File: config.mk
export PLATFORM = sky130hd
export DESIGN_NAME = pfd_top
export DESIGN_NICKNAME = d
export VERILOG_FILES = /design/src/hw/pfd_pkg.sv /design/src/hw/pfd_fault_if.sv /design/src/hw/pfd_fault_cond.sv /design/src/hw/pfd_top.sv
export SDC_FILE = /design/constraint.sdc
export NUM_CORES = 1
export LEC_CHECK = 0
export BUFFER_PORTS_ARGS = -buffer_cell sky130_fd_sc_hd__buf_2
export CORE_ASPECT_RATIO = 0.8
export CORE_MARGIN = 1
export CORE_UTILIZATION = 25
export CTS_BUF_LIST = sky130_fd_sc_hd__clkbuf_16
export DETAILED_ROUTE_END_ITERATION = 12
export GPL_ROUTABILITY_DRIVEN = 1
export GPL_TIMING_DRIVEN = 0
export SYNTH_ARGS = -nofsm -noshare
export SYNTH_HDL_FRONTEND = slang
export SYNTH_SLANG_ARGS = --single-unit
File: constraint.sdc
create_clock -name REF_CLK -period 5.76 [get_ports REF_CLK]
set_input_delay 0.288 -clock REF_CLK [delete_from_list [all_inputs] [get_ports REF_CLK]]
set_output_delay 0.288 -clock REF_CLK [all_outputs]
set_load 0.03 [all_outputs]
File: src/hw/pfd_pkg.sv
// Package with register map, field layout and encodings for the fault PWM
package pfd_pkg;

  // Bus, timer and accumulator widths
  localparam int ADDR_W = 8;
  localparam int DATA_W = 32;
  localparam int TIME_W = 12;
  localparam int ACC_W = 8;
  typedef logic [ADDR_W-1:0] pfd_addr_t;
  typedef logic [DATA_W-1:0] pfd_word_t;
  typedef logic [TIME_W-1:0] pfd_time_t;

  // Register byte addresses
  localparam pfd_addr_t REG_CTRL = 8'h00;
  localparam pfd_addr_t REG_FAULT = 8'h04;
  localparam pfd_addr_t REG_TIME_A = 8'h08;
  localparam pfd_addr_t REG_TIME_B = 8'h0c;
  localparam pfd_addr_t REG_DITHER = 8'h10;
  localparam pfd_addr_t REG_STATUS = 8'h14;

  // Control register fields
  localparam int CTRL_EN_BIT = 0;
  localparam int CTRL_WAVE_LSB = 1;
  localparam int CTRL_RESTART_BIT = 8;
  // Fault select fields, one nibble per input
  localparam int FSEL_A_LSB = 0;
  localparam int FSEL_B_LSB = 4;
  // Timing register fields
  localparam int DEAD_LSB = 0;
  localparam int ON_LSB = 16;
  // Dither register fields
  localparam int DPL_LSB = 0;
  localparam int DINC_LSB = 8;
  // Status register fields
  localparam int ST_PHASE_LSB = 0;
  localparam int ST_HALT_BIT = 2;
  localparam int ST_OUT_A_BIT = 3;
  localparam int ST_OUT_B_BIT = 4;
  localparam int ST_WAIT_BIT = 5;
  localparam int ST_DITH_BIT = 6;

  // Reset values and the one-clock count constant
  localparam pfd_time_t TIME_RST = 12'h010;
  localparam logic [ACC_W-1:0] DINC_RST = 8'h00;
  localparam logic [ACC_W-1:0] ACC_RST = 8'h00;
  localparam logic [TIME_W:0] ONE_CNT = 13'h0001;

  // Waveform generation setting
  typedef enum logic [1:0] {
    WG_ONE_RAMP = 2'b00,
    WG_TWO_RAMP = 2'b01,
    WG_FOUR_RAMP = 2'b10,
    WG_DUAL_SLOPE = 2'b11
  } pfd_wave_t;

  // Dither placement select
  typedef enum logic [1:0] {
    DP_ON_B = 2'b00,
    DP_ON_AB = 2'b01,
    DP_DEAD_B = 2'b10,
    DP_DEAD_AB = 2'b11
  } pfd_dplace_t;

  // Counter phase; bit 0 set means on-time
  typedef enum logic [1:0] {
    PH_DEAD_A = 2'b00,
    PH_ON_A = 2'b01,
    PH_DEAD_B = 2'b10,
    PH_ON_B = 2'b11
  } pfd_phase_t;

  // Fault response select codes handled here
  typedef logic [3:0] pfd_fsel_t;
  localparam pfd_fsel_t FM_NONE = 4'h0;
  localparam pfd_fsel_t FM_DEAD_ONLY = 4'h5;
  localparam pfd_fsel_t FM_JUMP_WAIT = 4'h6;
  localparam pfd_fsel_t FM_SW_WAIT = 4'h7;
  localparam pfd_fsel_t FM_EDGE_JUMP = 4'h8;
  localparam pfd_fsel_t FM_EDGE_BLANK = 4'h9;
  localparam pfd_fsel_t FM_LEVEL_BLANK = 4'ha;

endpackage

File: src/hw/pfd_fault_if.sv
// Interface carrying conditioned fault events to the sequencer
`timescale 1ns/1ps
interface pfd_fault_if;
  logic [1:0] raw;
  logic [1:0] lvl;
  logic [1:0] rise;
  modport cond (input raw, output lvl, output rise);
  modport seq (output raw, input lvl, input rise);
endinterface

File: src/hw/pfd_fault_cond.sv
// Fault event pipeline with level and rising-edge outputs
`timescale 1ns/1ps
module pfd_fault_cond (
  input wire logic clk,
  input wire logic rst_n,
  pfd_fault_if.cond flt
);
  import pfd_pkg::*;

  // Two stages give the event processing latency, third finds edges
  genvar gi;
  generate
    for (gi = 0; gi < 2; gi++) begin : g_in
      logic s1_q;
      logic s2_q;
      logic s3_q;
      always_ff @(posedge clk or negedge rst_n) begin
        if (!rst_n) begin
          s1_q <= 1'b0;
          s2_q <= 1'b0;
          s3_q <= 1'b0;
        end else begin
          s1_q <= flt.raw[gi];
          s2_q <= s1_q;
          s3_q <= s2_q;
        end
      end
      assign flt.lvl[gi] = s2_q;
      assign flt.rise[gi] = s2_q & ~s3_q;
    end
  endgenerate
endmodule

File: src/hw/pfd_top.sv
// Dead-time PWM sequencer with fault modes 5 to 10, dither and APB
//
// Functional notes
// - Mode 5: on-time event kills outputs, jumps to opposite dead-time.
// - Mode 5: while event holds, alternate dead-times, never enter on-time.
// - Mode 5: after release, running dead-time ends, then normal on-time.
// - Modes 5-7: either input acts alike and affects both outputs.
// - Mode 6: on-time event jumps to opposite dead-time, outputs off.
// - Mode 6: counter halts while the event stays asserted.
// - Mode 6: on release the next dead-time runs, normal flow resumes.
// - Mode 7: event disables both outputs and freezes the counter.
// - Mode 7: frozen until software restart; software must issue it.
// - Mode 7: restart with event still high stops again at once.
// - Mode 7: restart always resumes from dead-time A.
// - Mode 8: rising A in on-time A kills A, jumps to dead-time B.
// - Mode 8: rising B in on-time B kills B, jumps to dead-time A.
// - Mode 9: rising edge blanks matching output for rest of on-time.
// - Mode 9: counter and period untouched, only matching output.
// - Mode 10: asserted input holds matching output off.
// - Mode 10: release within on-time keeps output off until it ends.
// - Mode 10: counter sequence continues undisturbed.
// - Dither accumulates once per cycle; overflow adds one clock to each chosen phase, except on-time A in one ramp.
// - Placement field picks on-time B, both on, dead B, both dead.
// - Added clocks per cycle depend on ramp mode as tabulated.
// - Dual-slope mode gets no dither cycles.
// - Each input has its own response field; other codes do nothing.
// - Fault events reach the outputs two to three clocks after arrival.
`timescale 1ns/1ps
module pfd_top (
  input wire logic REF_CLK,
  input wire logic RSTN,
  input wire logic PSEL,
  input wire logic PENABLE,
  input wire logic PWRITE,
  input wire pfd_pkg::pfd_addr_t PADDR,
  input wire pfd_pkg::pfd_word_t PWDATA,
  output pfd_pkg::pfd_word_t PRDATA,
  output logic PREADY,
  output logic PSLVERR,
  input wire logic FAULT_IN_A,
  input wire logic FAULT_IN_B,
  output logic WAVE_OUT_A,
  output logic WAVE_OUT_B
);
  import pfd_pkg::*;

  // Software-visible settings
  logic enable_q;
  pfd_wave_t wave_q;
  pfd_fsel_t fsel_a_q;
  pfd_fsel_t fsel_b_q;
  pfd_time_t dead_a_q;
  pfd_time_t on_a_q;
  pfd_time_t dead_b_q;
  pfd_time_t on_b_q;
  pfd_dplace_t dplace_q;
  logic [ACC_W-1:0] dinc_q;

  // Bus handshake state
  logic pready_q;
  logic pslverr_q;
  pfd_word_t prdata_q;
  logic wr_en;
  logic restart;

  // Sequencer state
  pfd_phase_t phase_q;
  pfd_phase_t phase_d;
  pfd_time_t cnt_q;
  pfd_time_t cnt_d;
  logic stop_q;
  logic stop_d;
  logic wait_q;
  logic wait_d;
  logic blank_a_q;
  logic blank_a_d;
  logic blank_b_q;
  logic blank_b_d;
  logic [ACC_W-1:0] acc_q;
  logic dith_q;
  logic wrap;
  logic out_a_q;
  logic out_b_q;

  // Decoded fault conditions
  logic m5;
  logic m6;
  logic m7;
  logic is_on;
  logic on_a;
  logic on_b;
  logic last;
  logic [1:0] adj;
  logic [TIME_W:0] span;
  pfd_time_t len_cur;

  // Either input with the given code asserted
  function automatic logic any_hit(input pfd_fsel_t sa, input pfd_fsel_t sb,
                                   input logic [1:0] lv, input pfd_fsel_t code);
    any_hit = (sa == code && lv[0]) || (sb == code && lv[1]);
  endfunction

  // Dither effect on a phase: bit 1 lengthens, bit 0 shortens
  function automatic logic [1:0] dith_adj(input pfd_dplace_t pl,
                                          input pfd_wave_t wg,
                                          input pfd_phase_t ph);
    logic in_sel;
    logic dead_sel;
    dith_adj = 2'b00;
    in_sel = 1'b0;
    dead_sel = 1'b0;
    unique case (ph)
      PH_ON_B: begin
        in_sel = (pl == DP_ON_B) || (pl == DP_ON_AB);
        dead_sel = (pl == DP_DEAD_B) || (pl == DP_DEAD_AB);
      end
      PH_ON_A: begin
        // One ramp counts only the B on-time in its period
        in_sel = (pl == DP_ON_AB) && (wg != WG_ONE_RAMP);
        dead_sel = (pl == DP_DEAD_AB);
      end
      PH_DEAD_B: begin
        in_sel = (pl == DP_DEAD_B) || (pl == DP_DEAD_AB);
      end
      PH_DEAD_A: begin
        in_sel = (pl == DP_DEAD_AB);
      end
    endcase
    if (wg == WG_DUAL_SLOPE) begin
      dith_adj = 2'b00;
    end else if (ph[0]) begin
      // On-time: lengthen if chosen, shorten after uncounted dead-time
      dith_adj[1] = in_sel;
      dith_adj[0] = dead_sel && (wg != WG_FOUR_RAMP);
    end else begin
      dith_adj[1] = in_sel;
    end
  endfunction

  // Fault event conditioning, adds the processing latency
  pfd_fault_if flt ();
  assign flt.raw = {FAULT_IN_B, FAULT_IN_A};

  pfd_fault_cond u_cond (
    .clk(REF_CLK),
    .rst_n(RSTN),
    .flt(flt)
  );

  // Global fault modes: both inputs act alike on both outputs
  assign m5 = any_hit(fsel_a_q, fsel_b_q, flt.lvl, FM_DEAD_ONLY);
  assign m6 = any_hit(fsel_a_q, fsel_b_q, flt.lvl, FM_JUMP_WAIT);
  assign m7 = any_hit(fsel_a_q, fsel_b_q, flt.lvl, FM_SW_WAIT);
  assign is_on = phase_q[0];
  assign on_a = (phase_q == PH_ON_A);
  assign on_b = (phase_q == PH_ON_B);

  // Phase length with dither applied; never below one clock
  always_comb begin
    unique case (phase_q)
      PH_DEAD_A: len_cur = dead_a_q;
      PH_ON_A: len_cur = on_a_q;
      PH_DEAD_B: len_cur = dead_b_q;
      PH_ON_B: len_cur = on_b_q;
    endcase
    adj = dith_adj(dplace_q, wave_q, phase_q) & {2{dith_q}};
    span = {1'b0, len_cur} + {{TIME_W{1'b0}}, adj[1]}
           - {{TIME_W{1'b0}}, adj[0]};
    if (span == '0) begin
      span = ONE_CNT;
    end
    last = ({1'b0, cnt_q} + ONE_CNT) >= span;
  end

  // Sequencer next state; priority runs from disable down to normal flow
  always_comb begin
    phase_d = phase_q;
    cnt_d = cnt_q + 1'b1;
    stop_d = stop_q;
    wait_d = wait_q;
    if (!enable_q) begin
      phase_d = PH_DEAD_A;
      cnt_d = '0;
      stop_d = 1'b0;
      wait_d = 1'b0;
    end else if (restart) begin
      phase_d = PH_DEAD_A;
      cnt_d = '0;
      stop_d = m7;
      wait_d = 1'b0;
    end else if (stop_q || m7) begin
      // Frozen until software restarts
      cnt_d = cnt_q;
      stop_d = 1'b1;
    end else if (wait_q) begin
      // Parked at the start of a dead-time
      cnt_d = cnt_q;
      wait_d = m6;
    end else if (is_on && (m5 || m6)) begin
      phase_d = on_a ? PH_DEAD_B : PH_DEAD_A;
      cnt_d = '0;
      wait_d = m6;
    end else if (on_a && fsel_a_q == FM_EDGE_JUMP && flt.rise[0]) begin
      phase_d = PH_DEAD_B;
      cnt_d = '0;
    end else if (on_b && fsel_b_q == FM_EDGE_JUMP && flt.rise[1]) begin
      phase_d = PH_DEAD_A;
      cnt_d = '0;
    end else if (last) begin
      cnt_d = '0;
      if (!is_on && (m5 || m6)) begin
        // Skip the on-time, go straight to the other dead-time
        phase_d = (phase_q == PH_DEAD_A) ? PH_DEAD_B : PH_DEAD_A;
        wait_d = m6;
      end else begin
        phase_d = pfd_phase_t'(phase_q + 2'b01);
      end
    end
  end

  // A new cycle starts whenever dead-time A is entered
  assign wrap = enable_q && (phase_d == PH_DEAD_A) && (phase_q != PH_DEAD_A);

  // Output blanking for modes 9 and 10; a set beats the end-of-on-time clear
  always_comb begin
    blank_a_d = (fsel_a_q == FM_EDGE_BLANK && flt.rise[0] && on_a)
                || (fsel_a_q == FM_LEVEL_BLANK && flt.lvl[0])
                || (blank_a_q && on_a && phase_d == PH_ON_A);
    blank_b_d = (fsel_b_q == FM_EDGE_BLANK && flt.rise[1] && on_b)
                || (fsel_b_q == FM_LEVEL_BLANK && flt.lvl[1])
                || (blank_b_q && on_b && phase_d == PH_ON_B);
  end

  // Counter and phase; blanking modes never touch these
  always_ff @(posedge REF_CLK or negedge RSTN) begin
    if (!RSTN) begin
      phase_q <= PH_DEAD_A;
      cnt_q <= '0;
      stop_q <= 1'b0;
      wait_q <= 1'b0;
    end else begin
      phase_q <= phase_d;
      cnt_q <= cnt_d;
      stop_q <= stop_d;
      wait_q <= wait_d;
    end
  end

  // Blank flags track the on-time they were raised in
  always_ff @(posedge REF_CLK or negedge RSTN) begin
    if (!RSTN) begin
      blank_a_q <= 1'b0;
      blank_b_q <= 1'b0;
    end else begin
      blank_a_q <= blank_a_d;
      blank_b_q <= blank_b_d;
    end
  end

  // Dither accumulator steps once per cycle, carry marks the long cycle
  always_ff @(posedge REF_CLK or negedge RSTN) begin
    if (!RSTN) begin
      acc_q <= ACC_RST;
      dith_q <= 1'b0;
    end else if (!enable_q) begin
      acc_q <= ACC_RST;
      dith_q <= 1'b0;
    end else if (wrap) begin
      {dith_q, acc_q} <= {1'b0, acc_q} + {1'b0, dinc_q};
    end
  end

  // Outputs registered from next state so they match the phase they show
  always_ff @(posedge REF_CLK or negedge RSTN) begin
    if (!RSTN) begin
      out_a_q <= 1'b0;
      out_b_q <= 1'b0;
    end else begin
      out_a_q <= enable_q && !stop_d && (phase_d == PH_ON_A)
                 && !blank_a_d;
      out_b_q <= enable_q && !stop_d && (phase_d == PH_ON_B)
                 && !blank_b_d;
    end
  end

  assign WAVE_OUT_A = out_a_q;
  assign WAVE_OUT_B = out_b_q;

  // APB: ready in the first access cycle, so no wait states
  assign wr_en = PSEL && PENABLE && PWRITE && pready_q;
  assign restart = wr_en && (PADDR == REG_CTRL) && PWDATA[CTRL_RESTART_BIT];

  // Read data and error prepared during the setup cycle
  always_ff @(posedge REF_CLK or negedge RSTN) begin
    if (!RSTN) begin
      pready_q <= 1'b0;
      pslverr_q <= 1'b0;
      prdata_q <= '0;
    end else begin
      pready_q <= PSEL && !PENABLE;
      pslverr_q <= 1'b0;
      prdata_q <= '0;
      if (PSEL && !PENABLE) begin
        unique case (PADDR)
          REG_CTRL: begin
            prdata_q[CTRL_EN_BIT] <= enable_q;
            prdata_q[CTRL_WAVE_LSB +: 2] <= wave_q;
          end
          REG_FAULT: begin
            prdata_q[FSEL_A_LSB +: 4] <= fsel_a_q;
            prdata_q[FSEL_B_LSB +: 4] <= fsel_b_q;
          end
          REG_TIME_A: begin
            prdata_q[DEAD_LSB +: TIME_W] <= dead_a_q;
            prdata_q[ON_LSB +: TIME_W] <= on_a_q;
          end
          REG_TIME_B: begin
            prdata_q[DEAD_LSB +: TIME_W] <= dead_b_q;
            prdata_q[ON_LSB +: TIME_W] <= on_b_q;
          end
          REG_DITHER: begin
            prdata_q[DPL_LSB +: 2] <= dplace_q;
            prdata_q[DINC_LSB +: ACC_W] <= dinc_q;
          end
          REG_STATUS: begin
            prdata_q[ST_PHASE_LSB +: 2] <= phase_q;
            prdata_q[ST_HALT_BIT] <= stop_q;
            prdata_q[ST_OUT_A_BIT] <= out_a_q;
            prdata_q[ST_OUT_B_BIT] <= out_b_q;
            prdata_q[ST_WAIT_BIT] <= wait_q;
            prdata_q[ST_DITH_BIT] <= dith_q;
          end
          default: pslverr_q <= 1'b1;
        endcase
      end
    end
  end

  assign PREADY = pready_q;
  assign PSLVERR = pslverr_q;
  assign PRDATA = prdata_q;

  // Register writes; reserved fault codes simply act as no action
  always_ff @(posedge REF_CLK or negedge RSTN) begin
    if (!RSTN) begin
      enable_q <= 1'b0;
      wave_q <= WG_ONE_RAMP;
      fsel_a_q <= FM_NONE;
      fsel_b_q <= FM_NONE;
      dead_a_q <= TIME_RST;
      on_a_q <= TIME_RST;
      dead_b_q <= TIME_RST;
      on_b_q <= TIME_RST;
      dplace_q <= DP_ON_B;
      dinc_q <= DINC_RST;
    end else if (wr_en) begin
      unique case (PADDR)
        REG_CTRL: begin
          enable_q <= PWDATA[CTRL_EN_BIT];
          wave_q <= pfd_wave_t'(PWDATA[CTRL_WAVE_LSB +: 2]);
        end
        REG_FAULT: begin
          fsel_a_q <= PWDATA[FSEL_A_LSB +: 4];
          fsel_b_q <= PWDATA[FSEL_B_LSB +: 4];
        end
        REG_TIME_A: begin
          dead_a_q <= PWDATA[DEAD_LSB +: TIME_W];
          on_a_q <= PWDATA[ON_LSB +: TIME_W];
        end
        REG_TIME_B: begin
          dead_b_q <= PWDATA[DEAD_LSB +: TIME_W];
          on_b_q <= PWDATA[ON_LSB +: TIME_W];
        end
        REG_DITHER: begin
          dplace_q <= pfd_dplace_t'(PWDATA[DPL_LSB +: 2]);
          dinc_q <= PWDATA[DINC_LSB +: ACC_W];
        end
        default: begin
        end
      endcase
    end
  end

endmodule

[After elaboration in Yosys (flattened, before gate mapping)]
Cells that the tools add are included.
Operators by class
  bitwise gates (word level): 5
  mux-type cells: 51
  equal/unequal tests: 30
  magnitude comparators: 1
  $add $sub $neg: 6
  reduce and logical (&&, ||, !) cells: 67
Operators by type and width (number)
  2-to-1 mux 12 bit: 8
  one-hot mux 12 bit (4 select lines): 1
  logical AND 1 bit: 37
  2-to-1 mux 28 bit: 1
  equality test 4 x 3 -> 1 bit (second input constant): 6
  equality test 4 bit (second input constant): 6
  2-to-1 mux 2 bit: 12
  one-hot mux 12 bit (2 select lines): 1
  2-to-1 mux 1 bit: 17
  equality test 8 x 4 -> 1 bit (second input constant): 2
  equality test 8 x 5 -> 1 bit (second input constant): 2
  2-to-1 mux 8 bit: 2
  one-hot mux 4 bit (4 select lines): 1
  adder 12 x 1 -> 13 bit: 1
  adder 12 x 1 -> 13 bit (second input constant): 1
  >= comparator 13 bit: 1
  zero test 13 bit: 1
  2-to-1 mux 13 bit: 1
  subtractor 13 x 1 -> 13 bit: 1
  adder 12 x 1 -> 12 bit (second input constant): 1
  equality test 2 bit (second input constant): 6
  one-hot mux 2 bit (6 select lines): 1
  one-hot mux 4 bit (3 select lines): 1
  AND reduction 2 bit: 6
  21 further kinds: 43
Storage, ports and cells
  input port bits: 47
  bits in registers: 134

[Longest topological paths before layout]
  depth in word-level cells: 25
  depth in mapped cells: 29

[Hierarchy]
Synthesis repeated with hierarchy kept, for this count alone.
Unflattened totals
  cell total of the unflattened synthesis: 702
  area, all modules: 7489.7 um2
Modules (own cells, without submodules)
  pfd_top: sequential area each 3208.1 um2, times used 1, cells each 692, area an instance 7297.0 um2
  pfd_fault_cond: sequential area each 150.1 um2, times used 1, cells each 10, area an instance 192.7 um2

[Worst setup path after synthesis]
No wires, ideal clock.
  path type: register to register
  start: register phase_q[1]
  end: register acc_q[0]
  library setup time: 79 ps
  clock period less this slack: 5622 ps
  required time: 5681 ps
  arrival time: 5542 ps
  cell stages (with the launch flop): 30
  path buffers: 2
  slack: 138 ps
  cells stage by stage: dfrtp_1 -> inv_1 -> ha_1 -> buf_2 -> clkbuf_1 -> a222oi_1 -> nand2_1 -> o21ai_0 -> ha_1 -> inv_1 -> ha_1 -> fa_1 -> a211oi_1 -> nor2_1 -> o211ai_1 -> nand4b_1 -> a21o_1 -> a21oi_1 -> xor2_1 -> a41o_1 -> ha_1 -> nand2b_1 -> a31oi_1 -> o21ai_0 -> o21ai_4 -> and4_1 -> o31ai_4 -> inv_2 -> nor3_4 -> mux2i_1
On the way
  cells in the longest elaborated chain, start to end: 22
  elaborated cells on any way between the ends: 37
  classes of those cells: add/sub: 3; order compare: 1; eq/ne: 4; mux: 17; bitwise: 1; reduce/logical: 11
RTL lines
  start, declared: line pfd_top.sv:67  | pfd_phase_t phase_q;
  start signal, assigned: line pfd_top.sv:242  | phase_q <= phase_d;
  parallel branches: the longest is 12 deep, another holds adder 12 x 1 -> 13 bit
  2-to-1 mux 2 bit *: line pfd_top.sv:203  | end else if (on_a && fsel_a_q == FM_EDGE_JUMP && flt.rise[0]) begin
  2-to-1 mux 2 bit *: line pfd_top.sv:199  | end else if (is_on && (m5 || m6)) begin
  2-to-1 mux 2 bit *: line pfd_top.sv:195  | end else if (wait_q) begin
  2-to-1 mux 2 bit *: line pfd_top.sv:191  | end else if (stop_q || m7) begin
  2-to-1 mux 2 bit *: line pfd_top.sv:186  | end else if (restart) begin
  2-to-1 mux 2 bit *: line pfd_top.sv:181  | if (!enable_q) begin
  via phase_d[0]: line pfd_top.sv:68  | pfd_phase_t phase_d;
  zero test 2 bit *: line pfd_top.sv:222  | assign wrap = enable_q && (phase_d == PH_DEAD_A) && (phase_q != PH_DEAD_A);
  logical AND 1 bit * (2 in a row): line pfd_top.sv:222
  != test 2 x 1 -> 1 bit (no line) *
  end signal, assigned: line pfd_top.sv:269  | {dith_q, acc_q} <= {1'b0, acc_q} + {1'b0, dinc_q};
  end, declared: line pfd_top.sv:79  | logic [ACC_W-1:0] acc_q;
Mark *: on every way through the listed nets, which the timed path passes.
A chain may end at the register's enable or synchronous reset.

[Worst setup path after layout]
  start: register phase_q[0]
  end: register acc_q[0]
On the way
  cells in the longest elaborated chain, start to end: 22
  elaborated cells on any way between the ends: 40
  classes of those cells: add/sub: 3; order compare: 1; eq/ne: 4; mux: 17; bitwise: 1; reduce/logical: 14
RTL lines (line)
  parallel branches: the longest is 15 deep, another holds adder 12 x 1 -> 13 bit
  2-to-1 mux 2 bit *: pfd_top.sv:191
  2-to-1 mux 2 bit *: pfd_top.sv:186
  2-to-1 mux 2 bit *: pfd_top.sv:181
  via phase_d[0]: pfd_top.sv:68
  zero test 2 bit *: pfd_top.sv:222
  logical AND 1 bit * (2 in a row): pfd_top.sv:222
  != test 2 x 1 -> 1 bit (no line) *
Marks and branches as above.

==> flow_summary.yaml <==
run_status:
  outcome: "finished clean"
synth:
  postSynth.topFlopCell: "dfrtp_1"
  synth_seq_cells: 134
  synth_edf_count: 0
  synth_seq_area_share_pct: 45.09
  yosysWarningCount: 0
  combinational_family_with_the_most_area_after_synthesis: "multiplexers"
  synth-simple-area-share_pct: 13.93
  per_instance_average_area_after_synthesis_um2: 10.72
  synth_compound_area_share_pct: 10.38
  async_flop_share_pct: 100.0
  yosys.area_share.adder_pct: 7.425
  post_synth_xor_area_fraction_pct: 3.410
  synth_cell_type_count: 62
  synthCells: 695
  muxShareOfSynthArea_pct: 16.80
  netlist_area_um2: 7448
sta:
  timing.final.max_slew_violations: 0
  total_setup_violations_reported_at_the_end_of_the_flow: 0
  worst_clock_skew_ns: 0.009441
  final.min_clock_period_ns: 5.729
  hold_slack_ns: 0.09214
  hold_viol: 0
  min_period_over_period_pct: 99.47
  fmaxAchievable_mhz: 174.5
  fin_setup_tns_ns: 0
  relSlewSlack_pct: 44.75
  max_slew.worst_pin.slew_ns: 0.8288
  grt_setup_unrepaired: "yes"
power:
  totalPowerFinal_mw: 2.247
  worst_ir_drop_vdd_mv: 0.2046
  power-per-cell-area_nw_per_um2: 238.3
  power_leakage_nw: 4.561
floorplanning:
  floorplan.initialDensity_pct: 25.43
  dieHeight_um: 156.4
  core.rowCount: 56
  floorplan.core_area_um2: 29290
  die_area_um2: 30490
  die_width_um: 195.0
  design.portCount: 83
detailed_routing:
  vias: 5732
  drt-initial-drc-count: 317
  vias_per_cell: 4.729
  post_route_ant_nets: 0
  route.detailed.wl_per_inst_um: 16.51
  drt_drc_violations_left: 0
  drt-pass1-iter-count: 5
  wirelength_um: 20020
clocking:
  clk_root_buffer_cell: "clkbuf_16"
  numClockSinks: 134
  tritoncts.num_buffers: 17
  clk_transition_reported_paths_ns: 0.06
  clockBufferDepth: 2
  worstSkewPairLatency_ns: 0.43
  tritoncts: "yes"
  cts_max_level: 4
global_routing:
  grt_remaining_overflow: 0
  grt_start_max_net_pins: 99
  grt_antenna_before_repair: 0
  first_global_vias: 5521
  track_usage_pct: 13.26
  grt_pass1_wl_um: 31220
critical_path:
  cp_slowest_stage_delay_ns: 0.49
  highest_net_fanout_along_the_worst_path: 7
  crit_path_top_delay_cell: "dfrtp_2"
  cp-startpoint: "phase_q[0]"
  critical_path.endpoint_type: "register"
  rrSetupSlack_ns: 0.03
  endpoint: "acc_q[0]"
  rr_endpoint: "acc_q[0]"
  cp.arrival_ns: 6.08
  timing.setup.critical_path_class: "reg -> reg"
  critPathLaunchType: "register"
  crit-reg2reg-launch: "phase_q[0]"
  cp.required_ns: 6.11
  timing.reg2reg.worst_path_depth: 29
finish:
  fin_nets: 912
  insertedDiodeCount: 0
  fillCellCount: 2948
  drive_gt1_share_pct: 32.22
  post_route_design_area_um2: 9430
  area_growth_syn_to_layout_pct: 26.61
placed_design:
  placed_cell_area_um2: 8335
  hpwl_detailed_um: 14510
  io_buffer_count: 74
  gp_congestion: 0.8218
job:
  drv_cap: 0
worst_hold_path:
  worstHoldPathType: "in -> reg"
==> cells in the mapped netlist, drive strengths merged, types with 3 or more instances <==
cell / count / area, um^2
nand3: 14 / 70.07
dfstp: 4 / 105.1
and2: 5 / 31.28
a21oi: 22 / 113.9
a22o: 5 / 43.79
dfrtp: 130 / 3253
nand2: 65 / 244.0
nor3b: 7 / 72.57
and4: 4 / 35.03
a222oi: 3 / 30.03
o211ai: 3 / 22.52
ha: 41 / 513.0
buf: 14 / 75.07
mux2i: 35 / 350.3
nand2b: 6 / 37.54
nor2: 64 / 240.2
o21bai: 3 / 22.52
o21ai: 26 / 141.4
a22oi: 12 / 90.09
xnor2: 13 / 113.9
nand4: 5 / 31.28
nand3b: 4 / 30.03
inv: 22 / 82.58
a211oi: 5 / 37.54
clkbuf: 16 / 60.06
o22ai: 4 / 25.02
nor3: 14 / 91.34
and3: 14 / 87.58
mux2: 80 / 900.9
a221oi: 7 / 61.31
a21o: 6 / 45.04
xor2: 16 / 140.1
==> layout make-up <==
type / count / area (um^2) / area share (%)
multi-input cells: 512 / 4035 / 42.79
clock inverters: 15 / 186.4 / 1.977
well taps: 377 / 471.7 / 5.002
flip-flops and latches: 134 / 3361 / 35.64
repair buffers: 105 / 674.4 / 7.151
clock buffers: 17 / 425.4 / 4.511
plain buffers: 30 / 188.9 / 2.003
inverters: 22 / 87.58 / 0.9288
==> logic make-up after synthesis <==
group | count (synthesis)
buffers and inverters | 52
muxes | 115
other | 1
and+or+nand+nor | 210
xor gates and xnor gates | 29
DFF | 134
AOI/OAI and AO/OA | 111
adders and majority gates | 43
==> critical path: cells and delay by family, from the launching register on <==
family          cells  cell delay (ns)
mux                 1             0.17
fa+ha+maj           5             1.13
flops               1             0.49
compound gates     11             2.15
simple gates        6             0.86
buf+inv             5             0.61
xor+xnor            1             0.23
==> stage by stage <==
stage / cells / setup WS [ns] / utilization (%)
global route: 1212 / -0.3016 / 32.20
floorplan: 698 / 0.1384 / -
detailed placement: 1150 / -1.223 / 28.46
finish: 1212 / 0.03078 / 32.20
global placement: 1149 / -1.201 / 28.35
CTS: 1195 / 0.0008078 / 31.16
==> worst min path at each step <==
| stage | start | cells past startpoint | end |
|---|---|---|---|
| after CTS | PWDATA[13] | 2 | dinc_q[5] |
| after floorplan | RSTN | 0 | PRDATA[0] |
| final | PWDATA[15] | 2 | dinc_q[7] |
| after global routing | PWDATA[15] | 2 | dinc_q[7] |
| after detailed placement | RSTN | 1 | dead_b_q[10] |
| after global placement | u_cond.g_in[0].s1_q | 0 | u_cond.g_in[0].s2_q |
==> repair_timing <==
| action | CTS | global route |
|---|---|---|
| endpoints found under the setup margin | 28 | 26 |
| gates resized for setup | 24 | 38 |
| hold endpoints to repair | 36 | 0 |
| pin swaps | 12 | 22 |
| setup buffers | 10 | 15 |
| hold buffers | 3 | 0 |
| gates cloned | 0 | 2 |
==> layer usage <==
layer	track usage (%)	wire length, um	vias to the layer above
met5	0	0	-
met4	3.712	263	0
met3	2.931	999	21
met2	20.82	9128	118
met1	18.26	9624	2848
li1	-	-	2745
==> power breakdown <==
part           total (mW)  internal [mW]  leakage, nW  switching [mW]
Sequential          0.951          0.947         1.84         0.00372
Combinational       0.157         0.0703         2.43          0.0863
Clock                1.14          0.718        0.295           0.422
==> flip-flops by register name (all words and copies together), names as in the netlist, 4 cells and up <==
| signal | flops |
|---|---|
| fsel_b_q | 4 |
| cnt_q | 12 |
| dead_b_q | 12 |
| acc_q | 8 |
| PRDATA | 28 |
| on_b_q | 12 |
| on_a_q | 12 |
| dinc_q | 8 |
| fsel_a_q | 4 |
| dead_a_q | 12 |
==> cells in the final DEF (no fill, tap or decap), types with 10 or more instances in the layout <==
cell and count:
and3_1 14, mux2_2 80, a22oi_1 12, nor2_1 63
nand3_1 14, clkbuf_1 13, xor2_1 15, mux2i_1 34
dfrtp_1 128, buf_4 27, inv_1 19, a21oi_1 19
xnor2_1 13, nand2_1 65, clkbuf_16 19, o21ai_0 18
ha_1 36, buf_2 78, nor3_1 10
No activity file was read; power rests on OpenSTA's default activity.
